### config.mk
export PLATFORM = sky130hd
export DESIGN_NAME = srpg_pattern_gen
export DESIGN_NICKNAME = d
export VERILOG_FILES = /design/src/verilog/srpg_pkg.sv /design/src/verilog/srpg_div_if.sv /design/src/verilog/srpg_pulse_div.sv /design/src/verilog/srpg_pattern_gen.sv
export SDC_FILE = /design/constraint.sdc
export NUM_CORES = 1
export LEC_CHECK = 0
export BUFFER_PORTS_ARGS = -buffer_cell sky130_fd_sc_hd__buf_4
export CAP_MARGIN = 15
export CORE_UTILIZATION = 50
export CTS_BUF_LIST = sky130_fd_sc_hd__clkbuf_4
export DETAILED_ROUTE_END_ITERATION = 10
export PLACE_DENSITY_LB_ADDON = 0.25
export SETUP_SLACK_MARGIN = 0.5
export SYNTH_ARGS = -nofsm -noshare
export SYNTH_HDL_FRONTEND = slang
export SYNTH_SLANG_ARGS = --single-unit
export TNS_END_PERCENT = 100
### constraint.sdc
create_clock -name clk_sys_in -period 2.9 [get_ports clk_sys_in]
set_clock_uncertainty 0.2 [all_clocks]
set_input_delay 0.58 -clock clk_sys_in [delete_from_list [all_inputs] [get_ports clk_sys_in]]
set_output_delay 0.58 -clock clk_sys_in [all_outputs]
set_load 0.05 [all_outputs]
### src/verilog/srpg_pkg.sv
// Package: register map, field positions, reset values and encodings of the pattern generator
package srpg_pkg;

  // ==========================================================================
  // Register offsets
  localparam logic [15:0] SRPG_ADDR_DIV_LO   = 16'h0400;
  localparam logic [15:0] SRPG_ADDR_DIV_HI   = 16'h0401;
  localparam logic [15:0] SRPG_ADDR_CLK_TRIG = 16'h0402;
  localparam logic [15:0] SRPG_ADDR_SRC_PAT  = 16'h0403;

  // ==========================================================================
  // Field positions, clock/trigger control register
  localparam int SRPG_BIT_REQ_METHOD = 7;
  localparam int SRPG_TRIG_HI        = 6;
  localparam int SRPG_TRIG_LO        = 5;
  localparam int SRPG_BIT_GEN_CLK    = 4;
  localparam int SRPG_BIT_RESAMP_CLK = 3;
  localparam int SRPG_TEST_HI        = 2;
  localparam int SRPG_TEST_LO        = 1;
  localparam int SRPG_BIT_GEN_RST    = 0;

  // Field positions, source/pattern control register
  localparam int SRPG_SRC_HI   = 7;
  localparam int SRPG_SRC_LO   = 6;
  localparam int SRPG_MODE_HI  = 5;
  localparam int SRPG_MODE_LO  = 4;
  localparam int SRPG_NSHOT_HI = 3;
  localparam int SRPG_NSHOT_LO = 1;
  localparam int SRPG_BIT_REQ  = 0;

  // ==========================================================================
  // Reset values
  localparam logic [7:0] SRPG_RST_DIV_LO   = 8'h00;
  localparam logic [7:0] SRPG_RST_DIV_HI   = 8'h00;
  localparam logic [7:0] SRPG_RST_CLK_TRIG = 8'h00;
  localparam logic [7:0] SRPG_RST_SRC_PAT  = 8'h00;
  localparam logic [6:0] SRPG_PRBS_SEED    = 7'h7f;

  // ==========================================================================
  // Encodings
  typedef enum logic [1:0] {
    SRPG_MODE_NSHOT = 2'b00,
    SRPG_MODE_CONT  = 2'b01,
    SRPG_MODE_PRBS  = 2'b10,
    SRPG_MODE_STOP  = 2'b11
  } srpg_mode_t;

  typedef enum logic [1:0] {
    SRPG_SRC_EXT    = 2'b00,
    SRPG_SRC_RESAMP = 2'b01,
    SRPG_SRC_INT    = 2'b10,
    SRPG_SRC_TEST   = 2'b11
  } srpg_src_t;

  localparam logic [1:0] SRPG_TRIG_RISE = 2'b10;
  localparam logic [1:0] SRPG_TRIG_FALL = 2'b11;
  localparam logic [1:0] SRPG_TEST_LOW  = 2'b00;
  localparam logic [1:0] SRPG_TEST_HIGH = 2'b01;

  typedef enum logic {
    SRPG_ST_IDLE = 1'b0,
    SRPG_ST_RUN  = 1'b1
  } srpg_state_t;

endpackage

### src/verilog/srpg_div_if.sv
// Interface between the pattern controller and the pulse-width divider
`timescale 1ns/10ps
interface srpg_div_if;
  logic        tick;
  logic [15:0] k_div;
  logic        hold;
  logic        div_clk;
  logic        rise;
  logic        fall;
  modport gen (input tick, input k_div, input hold, output div_clk, output rise, output fall);
  modport ctl (output tick, output k_div, output hold, input div_clk, input rise, input fall);
endinterface

### src/verilog/srpg_pulse_div.sv
// Pulse-width divider: each half period of the counter clock lasts K generator ticks
`timescale 1ns/10ps
module srpg_pulse_div
  import srpg_pkg::*;
(
  // Clock and reset
  input  wire logic clk_sys_in,
  input  wire logic reset_n_in,
  // Controller side
  srpg_div_if.gen   dv
);

  logic [15:0] cnt_q, cnt_d;
  logic        clk_q, clk_d;
  logic        rise_q, rise_d;
  logic        fall_q, fall_d;

  // ==========================================================================
  // Divide: K of zero behaves as one so the counter clock never stalls
  always_comb
  begin
    cnt_d  = cnt_q;
    clk_d  = clk_q;
    rise_d = 1'b0;
    fall_d = 1'b0;
    if (dv.hold)
    begin
      cnt_d = 16'h0000;
      clk_d = 1'b0;
    end
    else if (dv.tick)
    begin
      if ((cnt_q + 16'h0001) >= dv.k_div) // [RULE1]
      begin
        cnt_d  = 16'h0000;
        clk_d  = ~clk_q;
        rise_d = ~clk_q;
        fall_d = clk_q;
      end
      else
      begin
        cnt_d = cnt_q + 16'h0001;
      end
    end
  end

  always_ff @(posedge clk_sys_in)
  begin
    if (!reset_n_in)
    begin
      cnt_q  <= 16'h0000;
      clk_q  <= 1'b0;
      rise_q <= 1'b0;
      fall_q <= 1'b0;
    end
    else
    begin
      cnt_q  <= cnt_d;
      clk_q  <= clk_d;
      rise_q <= rise_d;
      fall_q <= fall_d;
    end
  end

  assign dv.div_clk = clk_q;
  assign dv.rise    = rise_q;
  assign dv.fall    = fall_q;
endmodule // srpg_pulse_div

### src/verilog/srpg_pattern_gen.sv
// Top: SYSREF source selection, pattern generator control and register file
// ============================================================================
// Summary of operation
// RULE1 - Generator clock is divided by a 16-bit value setting each pulse width.
// RULE2 - Divider value: low register gives bits 7..0, next register bits 15..8.
// RULE3 - Request by register bit or pin; pin trigger is high level, rising or falling.
// RULE4 - Generator clock source bit picks feedback divider (0) or first loop (1).
// RULE5 - Resample clock for external SYSREF: device clock (0) or first loop (1).
// RULE6 - Test field forces output low, high, or to the counter clock.
// RULE7 - Source field: external direct, external resampled, or internal generator.
// RULE8 - Pattern mode: fixed count, continuous, pseudo-random, or stop.
// RULE9 - Fixed-count burst starts on request bit rising; count code sets pulses.
// RULE10 - In fixed-count mode the request bit clears itself after the burst.
// RULE11 - Continuous or pseudo-random starts on request rising; bit stays set.
// RULE12 - Clearing the request bit halts a continuous or pseudo-random pattern.
// RULE13 - While the generator reset bit is set the generator idles.
`timescale 1ns/10ps
module srpg_pattern_gen
  import srpg_pkg::*;
(
  // Clock and reset
  input  wire logic        clk_sys_in,
  input  wire logic        reset_n_in,
  // Register port
  input  wire logic [15:0] reg_addr_in,
  input  wire logic [7:0]  reg_wdata_in,
  input  wire logic        reg_wr_in,
  input  wire logic        reg_rd_in,
  output logic      [7:0]  reg_rdata_out,
  output logic             reg_rvalid_out,
  // Clock enables from the loops, same clock domain
  input  wire logic        first_loop_output_in,
  input  wire logic        second_loop_feedback_output_in,
  input  wire logic        device_clk_tick_in,
  // Pins
  input  wire logic        ext_sysref_pin_in,
  input  wire logic        request_pin_in,
  output logic             sysref_out
);

  srpg_div_if dv ();

  logic [7:0]  div_lo_q, div_lo_d, div_hi_q, div_hi_d;
  logic [7:0]  ctrl_q, ctrl_d, src_q, src_d;
  logic        req_prev_q;
  logic        ext_m_q, ext_s_q, pin_m_q, pin_s_q, pin_prev_q;
  logic        resamp_q, resamp_d;
  srpg_state_t state_q, state_d;
  logic [3:0]  pcnt_q, pcnt_d;
  logic [6:0]  prbs_q, prbs_d;
  logic        sysref_d;
  logic [7:0]  rdata_d;
  logic        gen_rst, pin_method, start, stop, nshot_done, gen_tick, resamp_tick;
  logic [1:0]  trig;
  logic [3:0]  shot_last;
  srpg_mode_t  mode;
  srpg_src_t   src;

  // Pulses per burst, minus one; unlisted codes give a single pulse
  function automatic logic [3:0] shot_last_of(input logic [2:0] code);
    unique case (code)
      3'b010:  shot_last_of = 4'h1;
      3'b011:  shot_last_of = 4'h3;
      3'b100:  shot_last_of = 4'h5;
      3'b101:  shot_last_of = 4'h7;
      default: shot_last_of = 4'h0;
    endcase
  endfunction

  // ==========================================================================
  // Field decode
  assign gen_rst     = ctrl_q[SRPG_BIT_GEN_RST];
  assign pin_method  = ctrl_q[SRPG_BIT_REQ_METHOD];
  assign trig        = ctrl_q[SRPG_TRIG_HI:SRPG_TRIG_LO];
  assign mode        = srpg_mode_t'(src_q[SRPG_MODE_HI:SRPG_MODE_LO]);
  assign src         = srpg_src_t'(src_q[SRPG_SRC_HI:SRPG_SRC_LO]);
  assign shot_last   = shot_last_of(src_q[SRPG_NSHOT_HI:SRPG_NSHOT_LO]);
  assign gen_tick    = ctrl_q[SRPG_BIT_GEN_CLK] ? first_loop_output_in
                                                : second_loop_feedback_output_in; // [RULE4]
  assign resamp_tick = ctrl_q[SRPG_BIT_RESAMP_CLK] ? first_loop_output_in
                                                   : device_clk_tick_in; // [RULE5]

  // Divider stays in phase reset while idle, except with the test source, so every burst starts aligned
  assign dv.tick  = gen_tick;
  assign dv.k_div = {div_hi_q, div_lo_q}; // [RULE2]
  assign dv.hold  = gen_rst || (state_q == SRPG_ST_IDLE && src != SRPG_SRC_TEST);

  srpg_pulse_div u_div (
    .clk_sys_in (clk_sys_in),
    .reset_n_in (reset_n_in),
    .dv         (dv.gen)
  );

  // ==========================================================================
  // Request detection: register bit edge, or synchronised pin level or edge
  always_comb
  begin
    start = 1'b0;
    stop  = 1'b0;
    if (!pin_method)
    begin
      start = src_q[SRPG_BIT_REQ] && !req_prev_q; // [RULE9] [RULE11]
      stop  = mode != SRPG_MODE_NSHOT && !src_q[SRPG_BIT_REQ]; // [RULE12]
    end
    else if (trig == SRPG_TRIG_RISE)
      start = pin_s_q && !pin_prev_q; // [RULE3]
    else if (trig == SRPG_TRIG_FALL)
      start = !pin_s_q && pin_prev_q; // [RULE3]
    else
    begin
      start = pin_s_q; // [RULE3]
      stop  = mode != SRPG_MODE_NSHOT && !pin_s_q;
    end
  end

  assign nshot_done = state_q == SRPG_ST_RUN && mode == SRPG_MODE_NSHOT
                      && dv.fall && pcnt_q == shot_last;

  // ==========================================================================
  // Generator sequence
  always_comb
  begin
    state_d = state_q;
    pcnt_d  = pcnt_q;
    prbs_d  = prbs_q;
    unique case (state_q)
      SRPG_ST_IDLE:
      begin
        pcnt_d = 4'h0;
        prbs_d = SRPG_PRBS_SEED;
        if (start && mode != SRPG_MODE_STOP)
          state_d = SRPG_ST_RUN;
      end
      SRPG_ST_RUN:
      begin
        if (dv.fall)
          pcnt_d = pcnt_q + 4'h1;
        if (dv.rise)
          prbs_d = {prbs_q[5:0], prbs_q[6] ^ prbs_q[5]};
        if (stop || nshot_done || mode == SRPG_MODE_STOP) // [RULE8] [RULE12]
          state_d = SRPG_ST_IDLE;
      end
    endcase
    if (gen_rst)
      state_d = SRPG_ST_IDLE; // [RULE13]
  end

  // ==========================================================================
  // Output selection and external resampling
  always_comb
  begin
    resamp_d = resamp_tick ? ext_s_q : resamp_q; // [RULE5]
    unique case (src)
      SRPG_SRC_EXT:    sysref_d = ext_s_q; // [RULE7]
      SRPG_SRC_RESAMP: sysref_d = resamp_q; // [RULE7]
      SRPG_SRC_INT:    sysref_d = state_q == SRPG_ST_RUN &&
                                  (mode == SRPG_MODE_PRBS ? prbs_q[0] : dv.div_clk);
      SRPG_SRC_TEST:   sysref_d = trig_test(ctrl_q[SRPG_TEST_HI:SRPG_TEST_LO], dv.div_clk);
    endcase
  end

  // Test override: low, high, or the raw counter clock
  function automatic logic trig_test(input logic [1:0] t, input logic c);
    if (t == SRPG_TEST_LOW)
      trig_test = 1'b0; // [RULE6]
    else if (t == SRPG_TEST_HIGH)
      trig_test = 1'b1; // [RULE6]
    else
      trig_test = c; // [RULE6]
  endfunction

  // ==========================================================================
  // Register writes; a software write of the request bit wins over auto-clear
  always_comb
  begin
    div_lo_d = div_lo_q;
    div_hi_d = div_hi_q;
    ctrl_d   = ctrl_q;
    src_d    = src_q;
    if (nshot_done && !pin_method)
      src_d[SRPG_BIT_REQ] = 1'b0; // [RULE10]
    if (reg_wr_in)
    begin
      unique case (reg_addr_in)
        SRPG_ADDR_DIV_LO:   div_lo_d = reg_wdata_in; // [RULE2]
        SRPG_ADDR_DIV_HI:   div_hi_d = reg_wdata_in; // [RULE2]
        SRPG_ADDR_CLK_TRIG: ctrl_d   = reg_wdata_in;
        SRPG_ADDR_SRC_PAT:  src_d    = reg_wdata_in;
        default:            ;
      endcase
    end
    unique case (reg_addr_in)
      SRPG_ADDR_DIV_LO:   rdata_d = div_lo_q;
      SRPG_ADDR_DIV_HI:   rdata_d = div_hi_q;
      SRPG_ADDR_CLK_TRIG: rdata_d = ctrl_q;
      SRPG_ADDR_SRC_PAT:  rdata_d = src_q;
      default:            rdata_d = 8'h00;
    endcase
  end

  // ==========================================================================
  // State registers; pins pass two flops before any logic reads them
  always_ff @(posedge clk_sys_in)
  begin
    if (!reset_n_in)
    begin
      div_lo_q       <= SRPG_RST_DIV_LO;
      div_hi_q       <= SRPG_RST_DIV_HI;
      ctrl_q         <= SRPG_RST_CLK_TRIG;
      src_q          <= SRPG_RST_SRC_PAT;
      req_prev_q     <= 1'b0;
      ext_m_q        <= 1'b0;
      ext_s_q        <= 1'b0;
      pin_m_q        <= 1'b0;
      pin_s_q        <= 1'b0;
      pin_prev_q     <= 1'b0;
      resamp_q       <= 1'b0;
      state_q        <= SRPG_ST_IDLE;
      pcnt_q         <= 4'h0;
      prbs_q         <= SRPG_PRBS_SEED;
      sysref_out     <= 1'b0;
      reg_rdata_out  <= 8'h00;
      reg_rvalid_out <= 1'b0;
    end
    else
    begin
      div_lo_q       <= div_lo_d;
      div_hi_q       <= div_hi_d;
      ctrl_q         <= ctrl_d;
      src_q          <= src_d;
      req_prev_q     <= src_q[SRPG_BIT_REQ];
      ext_m_q        <= ext_sysref_pin_in;
      ext_s_q        <= ext_m_q;
      pin_m_q        <= request_pin_in;
      pin_s_q        <= pin_m_q;
      pin_prev_q     <= pin_s_q;
      resamp_q       <= resamp_d;
      state_q        <= state_d;
      pcnt_q         <= pcnt_d;
      prbs_q         <= prbs_d;
      sysref_out     <= sysref_d;
      reg_rdata_out  <= reg_rd_in ? rdata_d : 8'h00;
      reg_rvalid_out <= reg_rd_in;
    end
  end
endmodule // srpg_pattern_gen

After elaboration in Yosys (flattened, before gate mapping)
Index checks and enable logic that the tools add are counted.

Add/subtract/negate cells: 2. $lt $le $gt $ge: 1. Eq/ne operators: 21. Muxes and demuxes: 25. Bitwise gates (word level): 6. Reduce and logical (&&, ||, !) cells: 33.

Operator list (number): == test 16 x 11 -> 1 bit, second input constant (4); one-hot mux 8 bit (4 select lines) (1); adder 16 x 1 -> 16 bit, second input constant (1); >= comparator 16 bit (1); two-way mux 1 bit (16); two-way mux 16 bit (1); one-hot mux 7 bit (2 select lines) (1); == test 2 bit, second input constant (6); logical AND 1 bit (12); one-hot mux 3 bit (4 select lines) (1); AND reduction 2 bit (6); one-hot mux 4 bit (2 select lines) (1); two-way mux 7 bit (1); == test 3 x 2 -> 1 bit, second input constant (2); == test 3 bit, second input constant (2); zero test 2 bit (3); zero test 1 bit (5); inverter 1 bit (5); adder 4 x 1 -> 4 bit, second input constant (1); == test 2 x 1 -> 1 bit, second input constant (2); == test 4 bit (1); two-way mux 4 bit (1); inequality test 2 x 1 -> 1 bit, second input constant (2); inequality test 2 bit, second input constant (2); other kinds (7) (10).

Register bits after elaboration: 80. Bits of input ports: 33. Output and inout port bits: 10. Logic and storage cells: 110.

Logic depth before layout (Yosys ltp)
Depth in word-level cells: 9. Gate-level depth with buffers: 12. Gate-level depth less buffers: 11.

By module
From an unflattened synthesis, not the netlist that was laid out.

Cell total of the unflattened synthesis: 479. Area, all modules: 4434.3 sq um.

Modules (own cells, without submodules): srpg_pattern_gen (times used 1, cells each 291, area each 2905.3 sq um, seq. area each 1221.2 sq um); srpg_pulse_div (times used 1, cells each 188, area each 1529.0 sq um, seq. area each 380.4 sq um).

Least setup slack after synthesis
OpenSTA, ideal clock, no wires.

Path type: register -> register. Start: reg u_div.cnt_q[0]. End: reg u_div.cnt_q[9]. Setup time: 0.117 ns. Arrival: 2.561 ns. Required time: 2.583 ns. Slack: 0.022 ns. Stages on the path, launching flop included: 12. Buffers on the path: 1. Period minus slack after synthesis: 2.878 ns. Cell sequence: dfxtp_1 > ha_1 > clkbuf_1 > nand4_2 > or3_1 > nand2_1 > ha_1 > nand2_2 > nor4_4 > o311ai_4 > and2_1 > a32o_1.

Cells in the longest elaborated chain, start to end: 3.

Ends and longest elaborated chain: start, declared (line srpg_pulse_div.sv:13) `logic [15:0] cnt_q, cnt_d;`; start signal, assigned (line srpg_pulse_div.sv:58) `cnt_q <= cnt_d;`; adder 16 x 1 -> 16 bit (*) (line srpg_pulse_div.sv:33, srpg_pulse_div.sv:42); >= comparator 16 bit (line srpg_pulse_div.sv:33) `if ((cnt_q + 16'h0001) >= dv.k_div)`; two-way mux 16 bit (*) (line srpg_pulse_div.sv:33).

Mark *: on every way between the ends. The rest lies on a longest branch, timed or not. A chain may end at the register's enable or synchronous reset.

Worst setup path after layout
Start: reg u_div.cnt_q[1]. End: reg u_div.cnt_q[3].

The elaborated chain is that of the path after synthesis.

==> metrics.txt <==
Boundary Pins 43; Tmin final 2880 ps; Routability Congestion 0.940; largest net degree at the start of global routing 44; status completed; DRT Pass-1 Iters 4; clock buffer count from CTS 9; Die Y 93.3 um; YS warnings 0; Clk pwr share 42.6%; Synth Flop Type dfxtp_1; CP Capture Type flip-flop; Worst R2R Setup Slack 20 ps; Starting Density 52.9%; fin. max-slew vios 0; Final ANT Viol Nets 0; Finished Layout Cells 650; worst skew pair latency 430 ps; wire length per cell 15.8 um; clock sink count 80; fin crit share 99.3%; share of cells above drive strength 1 29.4%; achievable frequency 0.347 GHz; # rows 32; HPWL after DPL 7180 um; CTS tree done; Die W 93.3 um; VDD IR max 327 uV; routed vias 3,690; maximum root-to-sink buffer count 2; total inserted antenna cells 0; Crit Path Class flip-flop to flip-flop; vias in the first global route 3,510; Startpoint Class flip-flop; final hold violation count 0; Nets 594; Syn-to-layout area delta 25.3%; sequential-to-total area share from yosys stat 38.4%; via/cell ratio 5.68; crit path DAT 3030 ps; Mean Syn Cell Area 8.93 um2; critical path required time 3050 ps; GR Overflow Total 0; RSZ-0062 raised after global routing true; clk slew on worst S/H paths 140 ps; # setup viols final 0; Critical Path Fanout Max 5; Post-Synthesis Cell Area 4170 um2; worst r2r src u_div.cnt_q[1]$_SDFFE_PP0P_; Cells after Synth 467; Slew HR 39.9%; CP endpoint u_div.cnt_q[3]$_SDFFE_PP0P_; Int Pwr 1.59 mW; Pwr Total 2.06 mW; Distinct cells, synth 58; share of flip-flops with an asynchronous set or reset 0%; Max Cap Violations 0; first-pass GRT wire length 16,500 um; placed cell count 619; Critical Path Source u_div.cnt_q[1]$_SDFFE_PP0P_; Yosys reg bits 80; Post-Route WL 10,300 um; H-Tree Depth 3; Post-synth EDFFs 0; die area 8710 um2; Seq pwr share 53.5%; drt drc 0; Reg2Reg Depth 14; worst slew pin tran 898 ps; R2R Path End u_div.cnt_q[3]$_SDFFE_PP0P_; core area 7890 um2; Hold WC Path Type input pin to flip-flop; clk root buf clkbuf_4; number of port buffers 42; Net Count, Synth 518; pwr dens 394 nW/um2; Hold Path Cell Cnt 2; Net Switching 468 uW; Logic pwr share 3.9%; gr usage total 24.6%; First DRT Iteration DRCs 231; initial antenna violation count 0; P_leak 2.03 nW; Post-CTS Hold Buffers 0; switching part of the total power 22.7%
sequential cells by signal, summed over array words and instances, names as in the netlist, 4 cells and up:
name / count
div_hi_q: 8
reg_rdata_out: 8
div_lo_q: 8
src_q: 8
ctrl_q: 8
u_div.cnt_q: 16
prbs_q: 7
pcnt_q: 4
power groups by stage:
stage                     combinational [mW]  clock [mW]  sequential [mW]
after floorplan                       0.0278           0             1.13
after global placement                0.0797           0             1.13
after detailed placement              0.0801           0             1.13
after CTS                             0.0803       0.896             1.11
after global routing                  0.0859       0.939             1.10
final                                 0.0803       0.878             1.10
critical path, cell delays in order, from the launching register on:
cell and delay (ps):
dfxtp_4 400, nand2_4 50, nor4_2 240, buf_4 180, nand3_2 90, xnor2_1 260, ha_1 310, nand2_2 100
buf_4 110, nor2_1 40, a21oi_2 190, buf_4 160, nand3_2 100, buf_6 200, o22ai_1 160
cell usage after synthesis, types with 2 or more instances:
master	instances	area, um2
a22oi_1	6	45.0
mux2_2	2	22.5
and3_1	3	18.8
a41oi_1	9	78.8
a21oi_2	2	17.5
a21oi_1	14	70.1
and2_1	11	68.8
nor2_1	11	41.3
and3b_1	2	17.5
a21boi_0	6	45.0
clkbuf_1	11	41.3
nand4_1	4	25.0
a21o_1	2	15.0
nor2b_1	20	125
clkbuf_2	2	10.0
a21boi_1	10	75.1
dfxtp_1	80	1600
a31oi_1	2	12.5
nor3_1	3	15.0
nand3_1	25	125
and4_1	3	26.3
xnor2_1	6	52.6
o22ai_1	9	56.3
nand4b_1	6	52.6
nand2b_1	6	37.5
mux2i_1	27	270
a32o_1	5	50.1
nand2_1	75	282
o211ai_1	4	30.0
ha_1	18	225
inv_1	25	93.8
buf_6	4	45.0
xor2_1	7	61.3
a22oi_2	2	25.0
buf_2	5	25.0
o21bai_1	2	15.0
o21ai_0	13	65.1
a211oi_1	2	15.0
nor4_1	4	25.0
cell type report:
cell class / instances / area [um2]
Clock buffer: 9 / 67.6
Timing Repair Buffer: 90 / 683
Multi-Input combinational cell: 337 / 2510
Clock inverter: 7 / 128
Fill cell: 592 / 2660
Sequential cell: 80 / 1620
Inverter: 25 / 93.8
Tap cell: 102 / 128
repair_timing:
item / in CTS / in global routing
cloned: 0 / 1
hold endpoints to repair: 0 / 0
setup endpoints to repair: 19 / 19
pin swaps: 14 / 5
gates resized for setup: 27 / 12
buffers inserted: 9 / 5
how the worst min path moves through the flow:
stage                             startpoint                  to  slack (ps)
after global routing       ext_sysref_pin_in  ext_m_q$_SDFF_PN0_         120
after global placement    pin_m_q$_SDFF_PN0_  pin_s_q$_SDFF_PN0_         220
after detailed placement  pin_m_q$_SDFF_PN0_  pin_s_q$_SDFF_PN0_         230
after CTS                  ext_sysref_pin_in  ext_m_q$_SDFF_PN0_         120
after floorplan           ext_m_q$_SDFF_PN0_  ext_s_q$_SDFF_PN0_         210
final                      ext_sysref_pin_in  ext_m_q$_SDFF_PN0_         140
routing by layer:
| metal | vias to the layer above | global-route usage (%) | wire length (um) |
|---|---|---|---|
| met4 | 0 | 8.59 | 244 |
| met3 | 17 | 5.20 | 562 |
| met1 | 1744 | 31.8 | 4590 |
| met5 | - | 0 | 0 |
| met2 | 123 | 40.5 | 4850 |
| li1 | 1806 | - | - |
metrics by stage:
stage	hold slack [ps]	util (%)	area, um2	setup slack [ps]	TNS (ps)
after floorplan	212	-	4270	188	0
after global placement	221	60.7	4790	-30.6	-169
after detailed placement	234	60.7	4790	-93.2	-825
after CTS	119	65.0	5130	76.3	0
after global routing	115	66.3	5230	-126	-1460
final	143	66.3	5230	20.2	0
kinds of logic (layout without fill, tap and decap cells):
family                     after synthesis  after routing  synth area share (%)
AOI/OAI and AO/OA                       91             91                  16.2
xor gates and xnor gates                13             13                  2.73
adders and majority gates               18             18                  5.40
buffers and inverters                   50            131                  6.18
DFF                                     80             80                  38.4
muxes                                   30             30                  7.56
and+or+nand+nor                        185            185                  23.6
layout by cell type (no fill, tap or decap), drive strengths merged, types with 5 or more instances in the layout:
cell type,synthesis,layout
and2,11,11
inv,25,27
nand4,5,5
a21oi,16,16
nor2b,20,20
xnor2,6,6
o21ai,14,14
mux2i,27,27
clkbuf,13,9
ha,18,18
nand2,76,76
nor4,6,6
xor2,7,7
nor2,11,11
a32o,5,5
buf,12,90
dfxtp,80,80
nand4b,6,6
o22ai,9,9
a22oi,8,8
nand3,26,26
nand2b,6,6
a21boi,16,16
a41oi,9,9
Note: power is estimated with default switching activity, not from simulation.
